**src/hw/reset_delay_pkg.sv**
```systemverilog
// Shared constants for the push-button reset delay supervisor
package reset_delay_pkg;

  // ==========================================================================
  // Clock and timing
  localparam int unsigned CLOCK_HZ             = 125_000_000;
  localparam int unsigned SETUP_SHORT_S        = 2;
  localparam int unsigned SETUP_MID_S          = 6;
  localparam int unsigned SETUP_LONG_S         = 10;
  localparam int unsigned SETTLE_MS            = 240;
  localparam int unsigned PULSE_MS             = 140;
  localparam longint unsigned SETUP_SHORT_CYCLES = longint'(SETUP_SHORT_S) * CLOCK_HZ;
  localparam longint unsigned SETUP_MID_CYCLES   = longint'(SETUP_MID_S) * CLOCK_HZ;
  localparam longint unsigned SETUP_LONG_CYCLES  = longint'(SETUP_LONG_S) * CLOCK_HZ;
  localparam longint unsigned SETTLE_CYCLES      = (longint'(SETTLE_MS) * CLOCK_HZ + 999) / 1000;
  localparam longint unsigned PULSE_CYCLES       = (longint'(PULSE_MS) * CLOCK_HZ + 999) / 1000;

  // ==========================================================================
  // Delay selection codes
  localparam logic [1:0] SEL_SHORT = 2'h0;
  localparam logic [1:0] SEL_MID   = 2'h1;
  localparam logic [1:0] SEL_LONG  = 2'h2;

  // ==========================================================================
  // Variants and reset values
  localparam logic [1:0] VARIANT_COMBINED    = 2'h0;
  localparam logic [1:0] VARIANT_INDEPENDENT = 2'h1;
  localparam logic [1:0] VARIANT_BATTERY     = 2'h2;
  localparam logic [1:0] SYNC_RESET_VALUE    = 2'h0;

  typedef enum logic [1:0] {ST_IDLE, ST_PULSE, ST_HOLD} pulse_state_t;

endpackage

```
**src/hw/hold_timer.sv**
```systemverilog
// Hold timer: counts while a level stands, restarts when it drops
`timescale 1ns/1ps
module hold_timer #(
  parameter int W = 31
) (
  // Clock and reset
  input  wire logic         clock,
  input  wire logic         rst_n,
  // Control
  input  wire logic         active,
  input  wire logic [W-1:0] limit,
  output logic              done
);
  logic [W-1:0] count;

  // ==========================================================================
  // Counter saturates so one long hold yields one completion only
  always_ff @(posedge clock or negedge rst_n) begin
    if (!rst_n) begin
      count <= '0;
      done  <= 1'b0;
    end else if (!active) begin
      count <= '0;
      done  <= 1'b0;
    end else if (count < limit) begin
      count <= count + W'(1);
      done  <= (count + W'(1)) >= limit;
    end else begin
      done  <= 1'b1;
    end
  end
endmodule

```
**src/hw/push_button_reset_delay.sv**
```systemverilog
// Delayed push-button reset supervisor top level
`timescale 1ns/1ps

module push_button_reset_delay import reset_delay_pkg::*; #(
  parameter logic [1:0]      VARIANT        = VARIANT_COMBINED,
  parameter logic            ACTIVE_HIGH    = 1'b0,
  parameter logic            POWER_ON_RESET = 1'b1,
  parameter logic            SUPPLY_MONITOR = 1'b1,
  parameter longint unsigned SHORT_CYCLES   = SETUP_SHORT_CYCLES,
  parameter longint unsigned MID_CYCLES     = SETUP_MID_CYCLES,
  parameter longint unsigned LONG_CYCLES    = SETUP_LONG_CYCLES,
  parameter longint unsigned PULSE_LEN      = PULSE_CYCLES,
  parameter longint unsigned SETTLE_LEN     = SETTLE_CYCLES
) (
  // Clock and reset
  input  wire logic       clock,
  input  wire logic       rst_n,
  // Buttons and selector
  input  wire logic       primary_button_n,
  input  wire logic       secondary_button_n,
  input  wire logic       instant_reset_in,
  input  wire logic [1:0] delay_select_tristate,
  // Comparators
  input  wire logic       supply_low,
  input  wire logic       battery_low,
  // Outputs
  output logic            reset_out,
  output logic            battery_low_n
);

  localparam int CW = 31;

  function automatic logic [CW-1:0] setup_limit(input logic [1:0] sel);
    case (sel)
      SEL_SHORT: setup_limit = CW'(SHORT_CYCLES);
      SEL_LONG:  setup_limit = CW'(LONG_CYCLES);
      default:   setup_limit = CW'(MID_CYCLES);
    endcase
  endfunction

  // ==========================================================================
  // Input synchronisers
  logic       prim_n_s;
  logic       sec_n_s;
  logic       inst_s;
  logic       vlow_s;
  logic       blow_s;
  logic [1:0] sel_s;

  sync_two_ff #(.RESET_LEVEL(1'b1)) u_prim (
    .clock(clock), .rst_n(rst_n), .async_in(primary_button_n), .sync_out(prim_n_s));
  sync_two_ff #(.RESET_LEVEL(1'b1)) u_sec (
    .clock(clock), .rst_n(rst_n), .async_in(secondary_button_n), .sync_out(sec_n_s));
  sync_two_ff #(.RESET_LEVEL(1'b0)) u_inst (
    .clock(clock), .rst_n(rst_n), .async_in(instant_reset_in), .sync_out(inst_s));
  sync_two_ff #(.RESET_LEVEL(1'b0)) u_vlow (
    .clock(clock), .rst_n(rst_n), .async_in(supply_low), .sync_out(vlow_s));
  sync_two_ff #(.RESET_LEVEL(1'b0)) u_blow (
    .clock(clock), .rst_n(rst_n), .async_in(battery_low), .sync_out(blow_s));
  sync_two_ff #(.RESET_LEVEL(1'b0)) u_sel0 (
    .clock(clock), .rst_n(rst_n), .async_in(delay_select_tristate[0]), .sync_out(sel_s[0]));
  sync_two_ff #(.RESET_LEVEL(1'b0)) u_sel1 (
    .clock(clock), .rst_n(rst_n), .async_in(delay_select_tristate[1]), .sync_out(sel_s[1]));

  // ==========================================================================
  // Setup delay measurement
  logic          buttons_held;
  logic          setup_done;
  logic          setup_done_q;
  logic          setup_fire;
  logic [CW-1:0] limit;

  // The selector is a strap; sampling it live keeps a mis-strap recoverable
  assign limit = setup_limit(sel_s);
  // Independent variant ignores the second button entirely
  assign buttons_held = (VARIANT == VARIANT_INDEPENDENT) ? !prim_n_s
                                                        : (!prim_n_s && !sec_n_s);

  hold_timer #(.W(CW)) u_setup (
    .clock(clock), .rst_n(rst_n), .active(buttons_held), .limit(limit),
    .done(setup_done));

  always_ff @(posedge clock or negedge rst_n) begin
    if (!rst_n) begin
      setup_done_q <= 1'b0;
    end else begin
      setup_done_q <= setup_done;
    end
  end

  // One pulse per long hold, however long the hold continues
  assign setup_fire = setup_done && !setup_done_q;

  // ==========================================================================
  // Instant input: edge trigger with release settle
  pulse_state_t  state;
  logic          inst_q;
  logic          inst_armed;
  logic          inst_fire;
  logic [CW-1:0] settle_count;

  always_ff @(posedge clock or negedge rst_n) begin
    if (!rst_n) begin
      inst_q <= 1'b0;
    end else begin
      inst_q <= inst_s;
    end
  end

  assign inst_fire = (VARIANT == VARIANT_INDEPENDENT) && inst_armed
                     && inst_s && !inst_q;

  // Rearm only after the input has stayed low for the settle time
  always_ff @(posedge clock or negedge rst_n) begin
    if (!rst_n) begin
      inst_armed   <= 1'b1;
      settle_count <= '0;
    end else if (inst_fire) begin
      inst_armed   <= 1'b0;
      settle_count <= '0;
    end else if (!inst_armed) begin
      if (inst_s || state != ST_IDLE) begin
        settle_count <= '0;
      end else if (settle_count + CW'(1) >= CW'(SETTLE_LEN)) begin
        inst_armed   <= 1'b1;
        settle_count <= '0;
      end else begin
        settle_count <= settle_count + CW'(1);
      end
    end
  end

  // ==========================================================================
  // Reset pulse generator
  logic [CW-1:0] pulse_count;
  logic          undervolt;
  logic          trigger;

  assign undervolt = SUPPLY_MONITOR && vlow_s;
  assign trigger   = setup_fire || inst_fire;

  always_ff @(posedge clock or negedge rst_n) begin
    if (!rst_n) begin
      state       <= POWER_ON_RESET ? ST_PULSE : ST_IDLE;
      pulse_count <= '0;
    end else begin
      case (state)
        ST_IDLE: begin
          pulse_count <= '0;
          if (undervolt) begin
            state <= ST_HOLD;
          end else if (trigger) begin
            state <= ST_PULSE;
          end
        end
        ST_PULSE: begin
          if (undervolt) begin
            state       <= ST_HOLD;
            pulse_count <= '0;
          end else if (pulse_count + CW'(1) >= CW'(PULSE_LEN)) begin
            state       <= ST_IDLE;
            pulse_count <= '0;
          end else begin
            pulse_count <= pulse_count + CW'(1);
          end
        end
        ST_HOLD: begin
          pulse_count <= '0;
          if (!undervolt) begin
            state <= ST_PULSE;
          end
        end
        default: state <= ST_IDLE;
      endcase
    end
  end

  // ==========================================================================
  // Output registers
  logic next_reset_active;

  assign next_reset_active = (state != ST_IDLE) || undervolt;

  always_ff @(posedge clock or negedge rst_n) begin
    if (!rst_n) begin
      reset_out <= ACTIVE_HIGH ? POWER_ON_RESET : !POWER_ON_RESET;
    end else begin
      reset_out <= ACTIVE_HIGH ? next_reset_active : !next_reset_active;
    end
  end

  // Battery flag never feeds the reset path
  always_ff @(posedge clock or negedge rst_n) begin
    if (!rst_n) begin
      battery_low_n <= 1'b1;
    end else begin
      battery_low_n <= (VARIANT == VARIANT_BATTERY) ? !blow_s : 1'b1;
    end
  end

  // ==========================================================================
  // Assertions
  logic          reset_active;
  logic [CW-1:0] held_run;

  assign reset_active = ACTIVE_HIGH ? reset_out : !reset_out;

  // Held run counted apart from the timer, so a timer fault cannot hide itself
  always_ff @(posedge clock or negedge rst_n) begin
    if (!rst_n) begin
      held_run <= '0;
    end else if (!buttons_held) begin
      held_run <= '0;
    end else if (held_run != '1) begin
      held_run <= held_run + CW'(1);
    end
  end

  a_short_press_ignored: assert property (@(posedge clock) disable iff (!rst_n)
    (!buttons_held && !undervolt && state == ST_IDLE && !inst_fire) |=> !setup_fire)
    else $error("setup completion without a held button");

  a_no_early_fire: assert property (@(posedge clock) disable iff (!rst_n)
    setup_fire |-> held_run >= limit)
    else $error("setup completed before the delay ran out");

  a_setup_starts_pulse: assert property (@(posedge clock) disable iff (!rst_n)
    (setup_fire && state == ST_IDLE && !undervolt) |=> state == ST_PULSE ##1 reset_active)
    else $error("setup completion did not start a reset pulse");

  a_trigger_starts: assert property (@(posedge clock) disable iff (!rst_n)
    (trigger && state == ST_IDLE && !undervolt) |=> state == ST_PULSE)
    else $error("trigger in idle did not start a pulse");

  a_pulse_bounded: assert property (@(posedge clock) disable iff (!rst_n)
    state == ST_PULSE |-> pulse_count < CW'(PULSE_LEN))
    else $error("reset pulse counter ran past its length");

  a_pulse_release: assert property (@(posedge clock) disable iff (!rst_n)
    (state == ST_PULSE && !undervolt && pulse_count == CW'(PULSE_LEN - 1)) |=> state == ST_IDLE)
    else $error("reset pulse not released at its length");

  a_undervolt_asserts: assert property (@(posedge clock) disable iff (!rst_n)
    undervolt |=> reset_active)
    else $error("reset not asserted under undervoltage");

  a_hold_stays: assert property (@(posedge clock) disable iff (!rst_n)
    (state == ST_HOLD && undervolt) |=> state == ST_HOLD)
    else $error("undervoltage hold left too early");

  a_recovery_holds: assert property (@(posedge clock) disable iff (!rst_n)
    (state == ST_HOLD && !undervolt) |=> state == ST_PULSE && pulse_count == '0)
    else $error("recovery did not start the timeout");

  a_single_fire: assert property (@(posedge clock) disable iff (!rst_n)
    setup_fire |=> !setup_fire)
    else $error("setup completion repeated");

  a_pair_needed: assert property (@(posedge clock) disable iff (!rst_n)
    (VARIANT != VARIANT_INDEPENDENT && sec_n_s) |-> !buttons_held)
    else $error("single button treated as held pair");

  a_instant_ignored: assert property (@(posedge clock) disable iff (!rst_n)
    (VARIANT != VARIANT_INDEPENDENT) |-> !inst_fire)
    else $error("instant input fired outside its variant");

  a_instant_disarm: assert property (@(posedge clock) disable iff (!rst_n)
    inst_fire |=> !inst_armed ##1 state != ST_IDLE || reset_active)
    else $error("instant trigger did not disarm");

  a_battery_follow: assert property (@(posedge clock) disable iff (!rst_n)
    (VARIANT == VARIANT_BATTERY) |=> battery_low_n == !$past(blow_s))
    else $error("battery flag does not follow comparator");

  a_flag_apart: assert property (@(posedge clock) disable iff (!rst_n)
    ($changed(blow_s) && state == ST_IDLE && !undervolt && !trigger) |=> !reset_active)
    else $error("battery change disturbed the reset output");

  // Scenarios worth seeing in simulation
  c_setup_reset:   cover property (@(posedge clock) disable iff (!rst_n) setup_fire);
  c_instant_reset: cover property (@(posedge clock) disable iff (!rst_n) inst_fire);
  c_undervolt:     cover property (@(posedge clock) disable iff (!rst_n)
    state == ST_HOLD ##1 state == ST_PULSE);
  c_short_press:   cover property (@(posedge clock) disable iff (!rst_n)
    buttons_held ##1 !buttons_held && !setup_done_q);
  c_battery_low:   cover property (@(posedge clock) disable iff (!rst_n) !battery_low_n);

endmodule

```
**src/hw/sync_two_ff.sv**
```systemverilog
// Two flip-flop synchroniser for one asynchronous level
`timescale 1ns/1ps
module sync_two_ff #(
  parameter logic RESET_LEVEL = 1'b0
) (
  // Clock and reset
  input  wire logic clock,
  input  wire logic rst_n,
  // Level
  input  wire logic async_in,
  output logic      sync_out
);
  logic stage1;

  always_ff @(posedge clock or negedge rst_n) begin
    if (!rst_n) begin
      stage1   <= RESET_LEVEL;
      sync_out <= RESET_LEVEL;
    end else begin
      stage1   <= async_in;
      sync_out <= stage1;
    end
  end
endmodule

```
**config.mk**
```make
export PLATFORM = sky130hd
export DESIGN_NAME = push_button_reset_delay
export DESIGN_NICKNAME = d
export VERILOG_FILES = /design/src/hw/reset_delay_pkg.sv /design/src/hw/hold_timer.sv /design/src/hw/push_button_reset_delay.sv /design/src/hw/sync_two_ff.sv
export SDC_FILE = /design/constraint.sdc
export NUM_CORES = 1
export LEC_CHECK = 0
export BUFFER_PORTS_ARGS = -buffer_cell sky130_fd_sc_hd__buf_2
export CAP_MARGIN = 10
export CORE_MARGIN = 4
export CORE_UTILIZATION = 44
export CTS_CLUSTER_DIAMETER = 80
export DETAILED_ROUTE_END_ITERATION = 7
export PLACE_DENSITY_LB_ADDON = 0.1
export SYNTH_ARGS = -nofsm -noshare
export SYNTH_HDL_FRONTEND = slang
export SYNTH_HIERARCHICAL = 1
export SYNTH_SLANG_ARGS = --single-unit
```
**constraint.sdc**
```tcl
create_clock -name clock -period 3.4 [get_ports clock]
set_clock_uncertainty 0.1 [all_clocks]
set_input_delay 0.34 -clock clock [delete_from_list [all_inputs] [get_ports clock]]
set_output_delay 0.34 -clock clock [all_outputs]
set_load 0.03 [all_outputs]
```
==> metrics.csv <==
metric,value,unit
outcome,completed,
hold_depth,0,
yosys.area.top_type_share,0.2876,
first_global_vias,5623,
crit_arrival,3480,ps
grt_max_degree,43,
setup_viol,0,
hold_ws,256.1,ps
fin_cells,980,
coreArea,13930,um^2
cts_root_buffer,clkbuf_16,
synth-edff-count,0,
synth.distinct_cells,72,
power,2.133,mW
period_share,0.9847,
cts.sinks,77,
syn_inst,720,
io_buffers,7,
io_pins,11,
vias_per_cell,5.789,
synth_area_leaders,"dfrtp_1 29%, ha_1 13%, nand3_1 4.6%, xnor2_1 4.1%, a21oi_1 4.0%",
clk_latency,350,ps
ant_nets,0,
drv_cap,0,
ys_seq_area_frac,0.3086,
start_kind,flop,
placed_cells,955,
synth_seq_cells,77,
required,3530,ps
grt_pass1_wl,27220,um
num-nets-final,868,
die_area,16210,um^2
start_util,0.4496,
cts_tree,done,
worst_pin_slew,1033,ps
drt_iter0_drc,233,
dieWidth,127.3,um
synthToLayoutAreaGrowth,19.73,%
grt.total_usage,0.2048,
layout-drive-gt1-share,0.1938,
die-height,127.3,um
report.final.slew_viol_count,0,
num-fill-cells,1315,
path_class,flop to flop,
max_freq,298.7,MHz
syn_area,6265,um^2
drt_first_pass_iters,5,
leakage,3.367,nW
synth-async-reset-ratio,1.000,
wl,15760,um
synth_area_per_cell,8.701,um^2
ir_drop,0.0002051,V
dominantRegCellSynth,dfrtp_1,
routedWlPerCell,16.08,um
ff2ff_path_depth,12,
routabilityCongestion,0.8667,
dr_total_vias,5673,
tns,0,ps
synth_warnings,6,
period_needed,3348,ps
hp-class,flop to flop,
drcViolationCount,0,
slowest_delay,440,ps
dp_hpwl,11730,um
path_cells,nand3_4 -> or3_4 -> or4_4 -> or2_4 -> xnor2_2 -> ha_1 -> and3_4 -> and3_4 -> nand3_4 -> o31ai_2 -> a211o_1 -> o41a_1,
antenna_found_initial,0,
cp_max_fo,3,
clockBufferDepth,2,
diodes,0,
rows,43,
rsz0062_at_grt,yes,
gr-total-overflow,0,
yosysTopAreaCell,dfrtp_1,
cts_made_buffers,9,
htreeDepth,3,
worstSetupEndpointType,flop,
cp_slowest_cell,or4_4,
finalHoldViolations,0,
maxSlewHeadroom,0.3111,
power.density,284.4,nW/um^2
clk_pin_slew,70,ps
## Yosys cell counts (all sizes together) (2+ instances only)
master,count
dfrtp,72
ha,64
nand2,61
nand3,58
a21oi,50
inv,43
nand4,38
nor2,32
xnor2,29
o31ai,26
clkbuf,25
or4,25
buf,20
and3,18
mux2i,15
o21ai,15
nor4,14
a31oi,11
xor2,8
and2,7
nand2b,7
nor3,7
a21o,6
and4,6
dfstp,5
nor2b,5
o41ai,5
or2,5
a211oi,4
o311ai,4
a221oi,3
nand4b,3
o211ai,3
o22ai,3
a211o,2
a32o,2
conb,2
o221ai,2
o2bb2ai,2
or3,2
## worst paths after layout
| kind | slack (ps) | from | endpoint |
|---|---|---|---|
| setup / recovery | 50 | u_setup/count[0] | u_setup/done |
| hold / removal | 260 | u_prim/stage1 | u_prim/sync_out |
| setup reg to reg | 50 | u_setup/count[0] | u_setup/done |
| hold reg to reg | 260 | u_prim/stage1 | u_prim/sync_out |
| max in group asynchronous | 2110 | rst_n | pulse_count[24] |
| min in group asynchronous | 420 | rst_n | pulse_count[5] |
## placed cells by master, fill, tap and decap left out, drive strengths merged, types with 18 or more instances in the layout
cell type / count
a21oi: 50
and3: 18
buf: 89
dfrtp: 72
ha: 64
inv: 47
nand2: 61
nand3: 58
nand4: 38
nor2: 32
o31ai: 26
or4: 25
xnor2: 29
## per-layer routing
metal,GRT usage,share of wire
met1,0.2577,0.45
met2,0.3599,0.51
met3,0.02550,0.023
met4,0.07445,0.019
met5,0,0
## critical path: cells and delay by family (launching register included)
kind                       cells  cell delay, ps
DFF                            1             420
adders and majority gates      1             290
AOI/OAI and AO/OA              3             650
and+or+nand+nor                7            1640
xor gates and xnor gates       1             130
## final cells by class
type	count	area [um^2]	share of cell area
clock inverter	7	88.84	0.01184
inverter	43	161.4	0.02152
multi-input combinational	569	4089	0.5451
tap	180	225.2	0.03003
sequential	77	1936	0.2580
timing repair buffer	95	775.7	0.1034
clock buffer	9	225.2	0.03003
## power breakdown
group / total (mW) / switching (mW) / internal, mW
combinational: 0.154 / 0.101 / 0.0535
sequential: 0.940 / 0.0109 / 0.929
clock: 1.04 / 0.450 / 0.588
total: 2.13 / 0.562 / 1.57
## through the flow
stage | util | area, um^2 | worst slack (ps)
detailed placement | 0.5033 | 7013 | -79.52
global placement | 0.5033 | 7013 | -77.46
global route | 0.5383 | 7501 | -56.84
finish | 0.5383 | 7501 | 51.90
floorplan | - | 6325 | 15.34
CTS | 0.5330 | 7427 | 0.7083
## cell families after synthesis
family / share of synthesized area
simple gates: 0.2668
compound gates: 0.1556
buf+inv: 0.06431
flops: 0.3086
fa+ha+maj: 0.1278
xor+xnor: 0.05173
mux: 0.02397
other cells: 0.001199
## repair_timing
item	CTS	global route
buffers inserted	2	1
endpoints found under the setup margin	1	7
endpoints found under the hold margin	40	0
gates resized for setup	7	14
hold buffers	6	0
pin swaps	7	8
## flip-flops by register name, indices dropped and copies added (netlist names)
signal           count
u_sec/stage1         1
u_sec/sync_out       1
u_prim/stage1        1
u_sel1/sync_out      1
u_sel0/sync_out      1
u_setup/count       31
pulse_count         31
u_vlow/sync_out      1
reset_out            1
state                2
u_sel0/stage1        1
u_vlow/stage1        1
u_setup/done         1
u_sel1/stage1        1
u_prim/sync_out      1
setup_done_q         1
No activity file was read; power rests on OpenSTA's default activity.
